--- config.mk ---
export PLATFORM = sky130hd
export DESIGN_NAME = tcdac_top
export DESIGN_NICKNAME = d
export VERILOG_FILES = /design/src/tcdac_pkg.sv /design/src/tcdac_chan_if.sv /design/src/tcdac_sync2.sv /design/src/tcdac_channel.sv /design/src/tcdac_top.sv
export VERILOG_INCLUDE_DIRS = /design/src
export SDC_FILE = /design/constraint.sdc
export NUM_CORES = 1
export LEC_CHECK = 0
export ABC_CLOCK_PERIOD_IN_PS = 2400
export BUFFER_PORTS_ARGS = -buffer_cell sky130_fd_sc_hd__buf_2
export CAP_MARGIN = 20
export CORE_ASPECT_RATIO = 0.75
export CORE_UTILIZATION = 45
export DETAILED_ROUTE_END_ITERATION = 8
export PLACE_DENSITY_LB_ADDON = 0.12
export SLEW_MARGIN = 15
export SYNTH_ARGS = -nofsm -noshare
export SYNTH_HDL_FRONTEND = slang
export SYNTH_HIERARCHICAL = 1
export SYNTH_SLANG_ARGS = --single-unit
--- constraint.sdc ---
create_clock -name clk -period 2.4 [get_ports clk]
set_input_delay 0.12 -clock clk [delete_from_list [all_inputs] [get_ports clk]]
set_output_delay 0.12 -clock clk [all_outputs]
set_load 0.005 [all_outputs]
--- src/tcdac_params.svh ---
`ifndef TCDAC_PARAMS_SVH
`define TCDAC_PARAMS_SVH

// Register indices; byte address on the bus is four times the index
`define TCDAC_IDX_VALUE_CH0 16'hFFF8
`define TCDAC_IDX_VALUE_CH1 16'hFFF9
`define TCDAC_IDX_CONTROL 16'hFFFA
`define TCDAC_ADR_W 18

// Reset values
`define TCDAC_VALUE_RST 8'h00
`define TCDAC_CONTROL_RST 8'h1F
`define TCDAC_CTRL_EN_RST 3'h0
`define TCDAC_RSVD_READ 5'h1F
`define TCDAC_UNMAPPED_READ 32'h0000_0000
`define TCDAC_DATA_PAD 24'h00_0000

// Control register field positions
`define TCDAC_BIT_OE_CH1 7
`define TCDAC_BIT_OE_CH0 6
`define TCDAC_BIT_JOINT 5
`define TCDAC_CTRL_EN_HI 7
`define TCDAC_CTRL_EN_LO 5

// Conversion delay: longest time, rounded down to whole clock cycles
`define TCDAC_CONV_TIME_NS 10000
`define TCDAC_CLK_MHZ 25
`define TCDAC_CONV_CYC ((`TCDAC_CONV_TIME_NS * `TCDAC_CLK_MHZ) / 1000)
`define TCDAC_CNT_W 16

`endif

--- src/tcdac_pkg.sv ---
package tcdac_pkg;

  // Gray codes along idle -> converting -> settled
  typedef enum logic [1:0] {
    TCDAC_IDLE = 2'h0,
    TCDAC_CONV = 2'h1,
    TCDAC_SETTLED = 2'h3
  } tcdac_state_t;

  typedef logic [7:0] tcdac_code_t;

endpackage : tcdac_pkg

--- src/tcdac_chan_if.sv ---
`timescale 1ns/100ps
interface tcdac_chan_if;
  logic convEn;
  logic outEn;
  logic restart;
  tcdac_pkg::tcdac_code_t code;
  tcdac_pkg::tcdac_code_t outCode;
  logic outValid;
  logic outDrive;

  modport ctrl (
    output convEn,
    output outEn,
    output restart,
    output code,
    input outCode,
    input outValid,
    input outDrive
  );

  modport chan (
    input convEn,
    input outEn,
    input restart,
    input code,
    output outCode,
    output outValid,
    output outDrive
  );
endinterface : tcdac_chan_if

--- src/tcdac_sync2.sv ---
`timescale 1ns/100ps
module tcdac_sync2 (
  input wire logic clk,
  input wire logic resetn,
  input wire logic asyncIn,
  output logic syncOut
);
  logic stage1_ff;

  always_ff @(posedge clk or negedge resetn) begin
    if (!resetn) begin
      stage1_ff <= 1'b0;
      syncOut <= 1'b0;
    end else begin
      stage1_ff <= asyncIn;
      syncOut <= stage1_ff;
    end
  end
endmodule : tcdac_sync2

--- src/tcdac_channel.sv ---
`timescale 1ns/100ps
`include "tcdac_params.svh"
module tcdac_channel #(
  parameter logic [`TCDAC_CNT_W-1:0] CONV_CYCLES = `TCDAC_CNT_W'(`TCDAC_CONV_CYC)
) (
  input wire logic clk,
  input wire logic resetn,
  tcdac_chan_if.chan ch
);
  tcdac_pkg::tcdac_state_t state_ff;
  logic [`TCDAC_CNT_W-1:0] cnt_ff;
  logic cntDone;

  assign cntDone = (cnt_ff == '0);

  // State: a write or a fresh enable starts a new delay period
  always_ff @(posedge clk or negedge resetn) begin
    if (!resetn) begin
      state_ff <= tcdac_pkg::TCDAC_IDLE;
    end else if (!ch.convEn) begin
      state_ff <= tcdac_pkg::TCDAC_IDLE;
    end else if (ch.restart) begin
      state_ff <= tcdac_pkg::TCDAC_CONV;
    end else begin
      unique case (state_ff)
        tcdac_pkg::TCDAC_IDLE: state_ff <= tcdac_pkg::TCDAC_CONV;
        tcdac_pkg::TCDAC_CONV: begin
          if (cntDone) begin
            state_ff <= tcdac_pkg::TCDAC_SETTLED;
          end
        end
        tcdac_pkg::TCDAC_SETTLED: state_ff <= tcdac_pkg::TCDAC_SETTLED;
        default: state_ff <= tcdac_pkg::TCDAC_IDLE;
      endcase
    end
  end

  // Delay counter reloads on every start and keeps cycling while enabled
  always_ff @(posedge clk or negedge resetn) begin
    if (!resetn) begin
      cnt_ff <= '0;
    end else if (!ch.convEn || ch.restart || state_ff == tcdac_pkg::TCDAC_IDLE) begin
      cnt_ff <= CONV_CYCLES - `TCDAC_CNT_W'(1);
    end else if (cntDone) begin
      cnt_ff <= CONV_CYCLES - `TCDAC_CNT_W'(1);
    end else begin
      cnt_ff <= cnt_ff - `TCDAC_CNT_W'(1);
    end
  end

  // Result latched only at the end of a delay period; held otherwise
  always_ff @(posedge clk or negedge resetn) begin
    if (!resetn) begin
      ch.outCode <= `TCDAC_VALUE_RST;
    end else if (ch.convEn && !ch.restart && state_ff != tcdac_pkg::TCDAC_IDLE && cntDone) begin
      ch.outCode <= ch.code;
    end
  end

  always_ff @(posedge clk or negedge resetn) begin
    if (!resetn) begin
      ch.outValid <= 1'b0;
    end else if (!ch.convEn || ch.restart) begin
      ch.outValid <= 1'b0;
    end else if (state_ff == tcdac_pkg::TCDAC_CONV && cntDone) begin
      ch.outValid <= 1'b1;
    end
  end

  // Pin drive follows the channel's own enable only
  always_ff @(posedge clk or negedge resetn) begin
    if (!resetn) begin
      ch.outDrive <= 1'b0;
    end else begin
      ch.outDrive <= ch.outEn;
    end
  end
endmodule : tcdac_channel

--- src/tcdac_top.sv ---
// Function
// Value registers clear on reset and standby
// Control resets to pattern 1F, also standby
// Control bits 4..0 ignore writes, read one
// Bit 7 enables ch1 output, bit 6 ch0
// Joint bit makes either enable convert both
// Pin drive depends only on own enable
// Two 8-bit read/write channel value registers
// Enabled channel converts continuously without software
// Writing enabled channel restarts conversion immediately
// Output holds last result until write/disable
// Disabled channel pin released, high impedance
// Joint bit keeps analog section powered
// Software writes value before setting enable
// Valid indication only after conversion delay
//
// The implementer's own choice: the Wishbone register port.
`timescale 1ns/100ps
`include "tcdac_params.svh"
module tcdac_top #(
  parameter logic [`TCDAC_CNT_W-1:0] CONV_CYCLES = `TCDAC_CNT_W'(`TCDAC_CONV_CYC)
) (
  input wire logic clk,
  input wire logic resetn,
  input wire logic wb_cyc_i,
  input wire logic wb_stb_i,
  input wire logic wb_we_i,
  input wire logic [`TCDAC_ADR_W-1:0] wb_adr_i,
  input wire logic [31:0] wb_dat_i,
  input wire logic [3:0] wb_sel_i,
  output logic [31:0] wb_dat_o,
  output logic wb_ack_o,
  input wire logic standbyIn,
  input wire logic adcStartBit,
  output logic [7:0] analogOutCh0,
  output logic analogOutCh0Oe,
  output logic analogValidCh0,
  output logic [7:0] analogOutCh1,
  output logic analogOutCh1Oe,
  output logic analogValidCh1,
  output logic analogPowerOn
);
  tcdac_pkg::tcdac_code_t analogValueCh0_ff;
  tcdac_pkg::tcdac_code_t analogValueCh1_ff;
  logic [2:0] ctrlEn_ff;
  logic standbySync;
  logic request;
  logic writeNow;
  logic [15:0] regIdx;
  logic selCh0;
  logic selCh1;
  logic selCtrl;
  logic laneLow;
  logic outputEnableCh0;
  logic outputEnableCh1;
  logic jointConvertEnable;
  logic convEnCh0;
  logic convEnCh1;
  logic wrCh0;
  logic wrCh1;
  logic [7:0] controlRead;
  logic [31:0] nxt_readData;

  tcdac_chan_if ch0If ();
  tcdac_chan_if ch1If ();

  // Standby request arrives from outside this clock domain
  tcdac_sync2 u_standby_sync (
    .clk(clk),
    .resetn(resetn),
    .asyncIn(standbyIn),
    .syncOut(standbySync)
  );

  // Bus decode: printed offsets are word indices
  assign request = wb_cyc_i && wb_stb_i;
  assign regIdx = wb_adr_i[`TCDAC_ADR_W-1:2];
  assign selCh0 = (regIdx == `TCDAC_IDX_VALUE_CH0);
  assign selCh1 = (regIdx == `TCDAC_IDX_VALUE_CH1);
  assign selCtrl = (regIdx == `TCDAC_IDX_CONTROL);
  assign laneLow = wb_sel_i[0];
  // Write lands on the edge where the master sees ack
  assign writeNow = request && wb_we_i && wb_ack_o && laneLow;
  assign wrCh0 = writeNow && selCh0;
  assign wrCh1 = writeNow && selCh1;

  always_ff @(posedge clk or negedge resetn) begin
    if (!resetn) begin
      wb_ack_o <= 1'b0;
    end else begin
      // One wait state, then ack drops so back-to-back cycles re-arm
      wb_ack_o <= request && !wb_ack_o;
    end
  end

  // Channel value registers
  always_ff @(posedge clk or negedge resetn) begin
    if (!resetn) begin
      analogValueCh0_ff <= `TCDAC_VALUE_RST;
    end else if (standbySync) begin
      analogValueCh0_ff <= `TCDAC_VALUE_RST;
    end else if (wrCh0) begin
      analogValueCh0_ff <= wb_dat_i[7:0];
    end
  end

  always_ff @(posedge clk or negedge resetn) begin
    if (!resetn) begin
      analogValueCh1_ff <= `TCDAC_VALUE_RST;
    end else if (standbySync) begin
      analogValueCh1_ff <= `TCDAC_VALUE_RST;
    end else if (wrCh1) begin
      analogValueCh1_ff <= wb_dat_i[7:0];
    end
  end

  // Control register: only the three enable bits have storage
  always_ff @(posedge clk or negedge resetn) begin
    if (!resetn) begin
      ctrlEn_ff <= `TCDAC_CTRL_EN_RST;
    end else if (standbySync) begin
      ctrlEn_ff <= `TCDAC_CTRL_EN_RST;
    end else if (writeNow && selCtrl) begin
      ctrlEn_ff <= wb_dat_i[`TCDAC_CTRL_EN_HI:`TCDAC_CTRL_EN_LO];
    end
  end

  assign outputEnableCh1 = ctrlEn_ff[`TCDAC_BIT_OE_CH1 - `TCDAC_CTRL_EN_LO];
  assign outputEnableCh0 = ctrlEn_ff[`TCDAC_BIT_OE_CH0 - `TCDAC_CTRL_EN_LO];
  assign jointConvertEnable = ctrlEn_ff[`TCDAC_BIT_JOINT - `TCDAC_CTRL_EN_LO];
  // Reserved low bits always read back as ones
  assign controlRead = {ctrlEn_ff, `TCDAC_RSVD_READ};

  // Conversion decision table
  always_comb begin
    if (jointConvertEnable) begin
      convEnCh0 = outputEnableCh0 || outputEnableCh1;
      convEnCh1 = outputEnableCh0 || outputEnableCh1;
    end else begin
      convEnCh0 = outputEnableCh0;
      convEnCh1 = outputEnableCh1;
    end
  end

  // Read mux; unmapped indices answer with zero
  always_comb begin
    nxt_readData = `TCDAC_UNMAPPED_READ;
    if (selCh0) begin
      nxt_readData = {`TCDAC_DATA_PAD, analogValueCh0_ff};
    end else if (selCh1) begin
      nxt_readData = {`TCDAC_DATA_PAD, analogValueCh1_ff};
    end else if (selCtrl) begin
      nxt_readData = {`TCDAC_DATA_PAD, controlRead};
    end
  end

  always_ff @(posedge clk or negedge resetn) begin
    if (!resetn) begin
      wb_dat_o <= `TCDAC_UNMAPPED_READ;
    end else if (request && !wb_we_i && !wb_ack_o) begin
      wb_dat_o <= nxt_readData;
    end
  end

  // Channel hookup; a value write only restarts a channel already converting
  assign ch0If.convEn = convEnCh0;
  assign ch0If.outEn = outputEnableCh0;
  assign ch0If.code = analogValueCh0_ff;
  assign ch0If.restart = wrCh0 && convEnCh0;
  assign ch1If.convEn = convEnCh1;
  assign ch1If.outEn = outputEnableCh1;
  assign ch1If.code = analogValueCh1_ff;
  assign ch1If.restart = wrCh1 && convEnCh1;

  // Restart pulse coincides with the register update, so the delay period
  // latches the new code at its end rather than the old one.
  tcdac_channel #(
    .CONV_CYCLES(CONV_CYCLES)
  ) u_ch0 (
    .clk(clk),
    .resetn(resetn),
    .ch(ch0If.chan)
  );

  tcdac_channel #(
    .CONV_CYCLES(CONV_CYCLES)
  ) u_ch1 (
    .clk(clk),
    .resetn(resetn),
    .ch(ch1If.chan)
  );

  // Channel outputs are already flops inside each channel
  assign analogOutCh0 = ch0If.outCode;
  assign analogOutCh0Oe = ch0If.outDrive;
  assign analogValidCh0 = ch0If.outValid;
  assign analogOutCh1 = ch1If.outCode;
  assign analogOutCh1Oe = ch1If.outDrive;
  assign analogValidCh1 = ch1If.outValid;

  // Analog power: joint bit alone is enough to keep it up
  always_ff @(posedge clk or negedge resetn) begin
    if (!resetn) begin
      analogPowerOn <= 1'b0;
    end else begin
      analogPowerOn <= jointConvertEnable || convEnCh0 || convEnCh1 || adcStartBit;
    end
  end
endmodule : tcdac_top

==> results.md <==
- DR top layer: met4
- Area Growth Syn to Fin: 18.08%
- Vias/cell: 5.290
- Chip Height: 86.85 um
- Clk buf depth: 2
- Detailed Place HPWL: 6647 um
- Synth top cells by count: dfrtp_1 (87), nand2_1 (37), nor2_1 (29), nand3_1 (27), buf_4 (24)
- RR Startpoint: wb_ack_o
- Final setup vio count: 0
- Yosys reg bits: 87
- Cell row count: 30
- GR Util All Layers: 0.2019
- Final Max Slew Viols: 0
- Crit path max fanout: 8
- H-tree levels: 3
- Starting DRC count in detailed routing: 292
- Die ar.: 9998 um^2
- Pin count of the biggest net entering global routing: 49
- Worst hold path depth: 3
- Hold endpoint: analogValueCh1_ff[1]
- Post-synth EDFFs: 0
- Final Hold Viols: 0
- Starting Density: 0.4697
- TritonCTS clock tree: built
- Worst path arrival time: 2.40 ns
- Most common cell in the netlist: dfrtp_1
- Layout Nets: 551
- Crit path time final: 2.183 ns
- Post-Synthesis Cells: 414
- Share of layout cells above drive strength 1: 0.2576
- Synth async-reset ratio: 1.000
- Max Freq: 458.0 MHz
- IO Pins: 115
- Detail Route Antenna Nets: 0
- Syn. warnings: 6
- WL final: 9259 um
- WL met3: 501 um
- Clk sinks: 87
- Reg-to-reg setup timing slack: 0.22 ns
- DIE WIDTH: 115.1 um
- Hold WC Path Type: input port to flop
- Final Skew: 0.007521 ns
- Post-synth top area cell: dfrtp_1
- Yosys top cell area share: 0.5041
- DRT Pass-1 Iters: 4
- Avg Inst Size Synth: 10.43 um^2
- CTS root buffer: clkbuf_16
- RePlAce Congestion: 0.8501
- First-pass GRT wire length: 15240 um
- Total Neg Setup Slack: 0 ns
- Commonest register cell after synthesis: dfrtp_1
- DRT met1 WL: 4769 um
- Wire per inst: 14.91 um
- Core Area: 9196 um^2
- RR Endpoint: u_ch0/ch.outCode[1]
- Antenna violations before repair: 0
- Grt total ovfl: 0
- Setup crit end kind: flop
- Final worst path period share: 0.9097
- Num CTS Buffers: 9
- Reg clk slew, reported paths: 0.07 ns
- Max-cap check violation count: 0
- RSZ-0062 raised after global routing: no
- Synth cell types: 48
- Crit Path Class: flop to flop
- Diode count: 0
- Vias in the first global route: 3001
- Vias: 3285
- Clock latency on the worst-skew pair: 0.34 ns
- CP Launch Type: flop
- Hold_sp: wb_dat_i[1]
- Leakage: 2.438 nW
- Post-route cell area: 5100 um^2
- WL met2: 3958 um
- Residual DRC count: 0
- Worst-Margin Slew: 0.7487 ns
- Seq/Total Area, Yosys: 0.5041
- Worst vdd ir: 0.3174 mV
- Slew margin rel.: 0.4970
- Outcome: finished clean
- Pwr/cell area: 611.0 nW/um^2
- Total power: 3.116 mW
- Synth top area cells: dfrtp_1 (50%), buf_4 (4.2%), mux2_2 (4.2%), nand2_1 (3.2%), nand3_1 (3.1%)
- Port bufs: 61
- Mapped cell area: 4319 um^2
- WP data required: 2.62 ns
- # fillers: 835
- Post-DP Area: 4742 um^2
- Worst r2r path cells: 7
-- metrics by stage --
| step | utilization | hold slack, ns | std cells | setup slack, ns |
|---|---|---|---|---|
| 2_1_floorplan | - | -0.1756 | 437 | 0.2788 |
| 3_3_place_gp | 0.5156 | 0.1713 | 602 | 0.2336 |
| 3_5_place_dp | 0.5156 | 0.1768 | 602 | 0.2154 |
| 4_1_cts | 0.5546 | 0.04317 | 621 | 0.2260 |
| 5_1_grt | 0.5546 | 0.04675 | 621 | 0.05117 |
| 6_report | 0.5546 | 0.05969 | 621 | 0.2168 |
-- final cells by class --
cell class | instances | area [um^2] | share of cell area
clock buffer | 9 | 225.2 | 0.04416
clock inverter | 7 | 102.6 | 0.02012
inverter | 12 | 45.04 | 0.008832
multi-input combinational | 299 | 1927 | 0.3778
sequential | 87 | 2177 | 0.4269
tap | 128 | 160.2 | 0.03140
timing repair buffer | 79 | 462.9 | 0.09078
-- critical path: stages (launching register included) --
cell and delay (ns):
dfrtp_1 0.40, nand3_1 0.15, nor4_4 0.38, and4_1 0.30
nand2b_1 0.16, nor2_1 0.09, and2_1 0.26, mux2_2 0.32
-- report_power, final --
part	switching (mW)	internal (mW)
clock network	0.601	0.929
registers	0.00664	1.47
logic	0.0723	0.0386
-- metal layers --
layer  up-vias  track usage
li1       1589            -
met3         2      0.05804
met4         0      0.04959
met2       111       0.2804
met5         -            0
met1      1583       0.3064
-- cells in the final DEF (no fill, tap or decap), types with 9 or more instances in the layout --
| master | instances |
|---|---|
| xor2_1 | 12 |
| nand3_1 | 27 |
| nand2_1 | 37 |
| o21ai_0 | 23 |
| clkbuf_16 | 9 |
| inv_1 | 12 |
| mux2_2 | 16 |
| buf_4 | 15 |
| nand2b_1 | 18 |
| a21oi_1 | 22 |
| buf_2 | 60 |
| conb_1 | 24 |
| dfrtp_1 | 87 |
| nor2_1 | 29 |
-- what timing repair did --
action / in CTS / in global routing
buffers inserted: 0 / 0
hold buffers: 3 / 0
resized for setup: 0 / 0
endpoints found under the hold margin: 48 / 0
-- flip-flops by register name (all words and copies together), names as in the netlist --
| signal | count |
|---|---|
| u_ch0/cnt_ff | 16 |
| u_ch1/cnt_ff | 16 |
| analogValueCh0_ff | 8 |
| analogValueCh1_ff | 8 |
| u_ch0/ch.outCode | 8 |
| u_ch1/ch.outCode | 8 |
| wb_dat_o | 8 |
| ctrlEn_ff | 3 |
| u_ch0/state_ff | 2 |
| u_ch1/state_ff | 2 |
| analogPowerOn | 1 |
| u_ch0/ch.outDrive | 1 |
| u_ch0/ch.outValid | 1 |
| u_ch1/ch.outDrive | 1 |
| u_ch1/ch.outValid | 1 |
| u_standby_sync/stage1_ff | 1 |
| u_standby_sync/syncOut | 1 |
| wb_ack_o | 1 |
-- how the worst max path moves through the flow --
stage,to,cells past startpoint,startpoint
after floorplan,u_ch1/ch.outCode[0],9,wb_ack_o
after global placement,u_ch1/ch.outCode[3],9,wb_adr_i[17]
after detailed placement,u_ch1/ch.outCode[7],9,wb_adr_i[17]
after global routing,u_ch0/ch.outCode[6],7,wb_ack_o
final,u_ch0/ch.outCode[1],7,wb_ack_o
after CTS,u_ch0/ch.outCode[4],7,wb_ack_o
-- cell families after synthesis --
group	count (synthesis)	share of synthesized area
simple gates	168	0.2367
flops	87	0.5041
compound gates	70	0.1017
buf+inv	51	0.06981
mux	19	0.04867
xor+xnor	16	0.03244
fa+ha+maj	2	0.005793
other cells	1	0.0008682
Power figures use the tool's default switching activity.
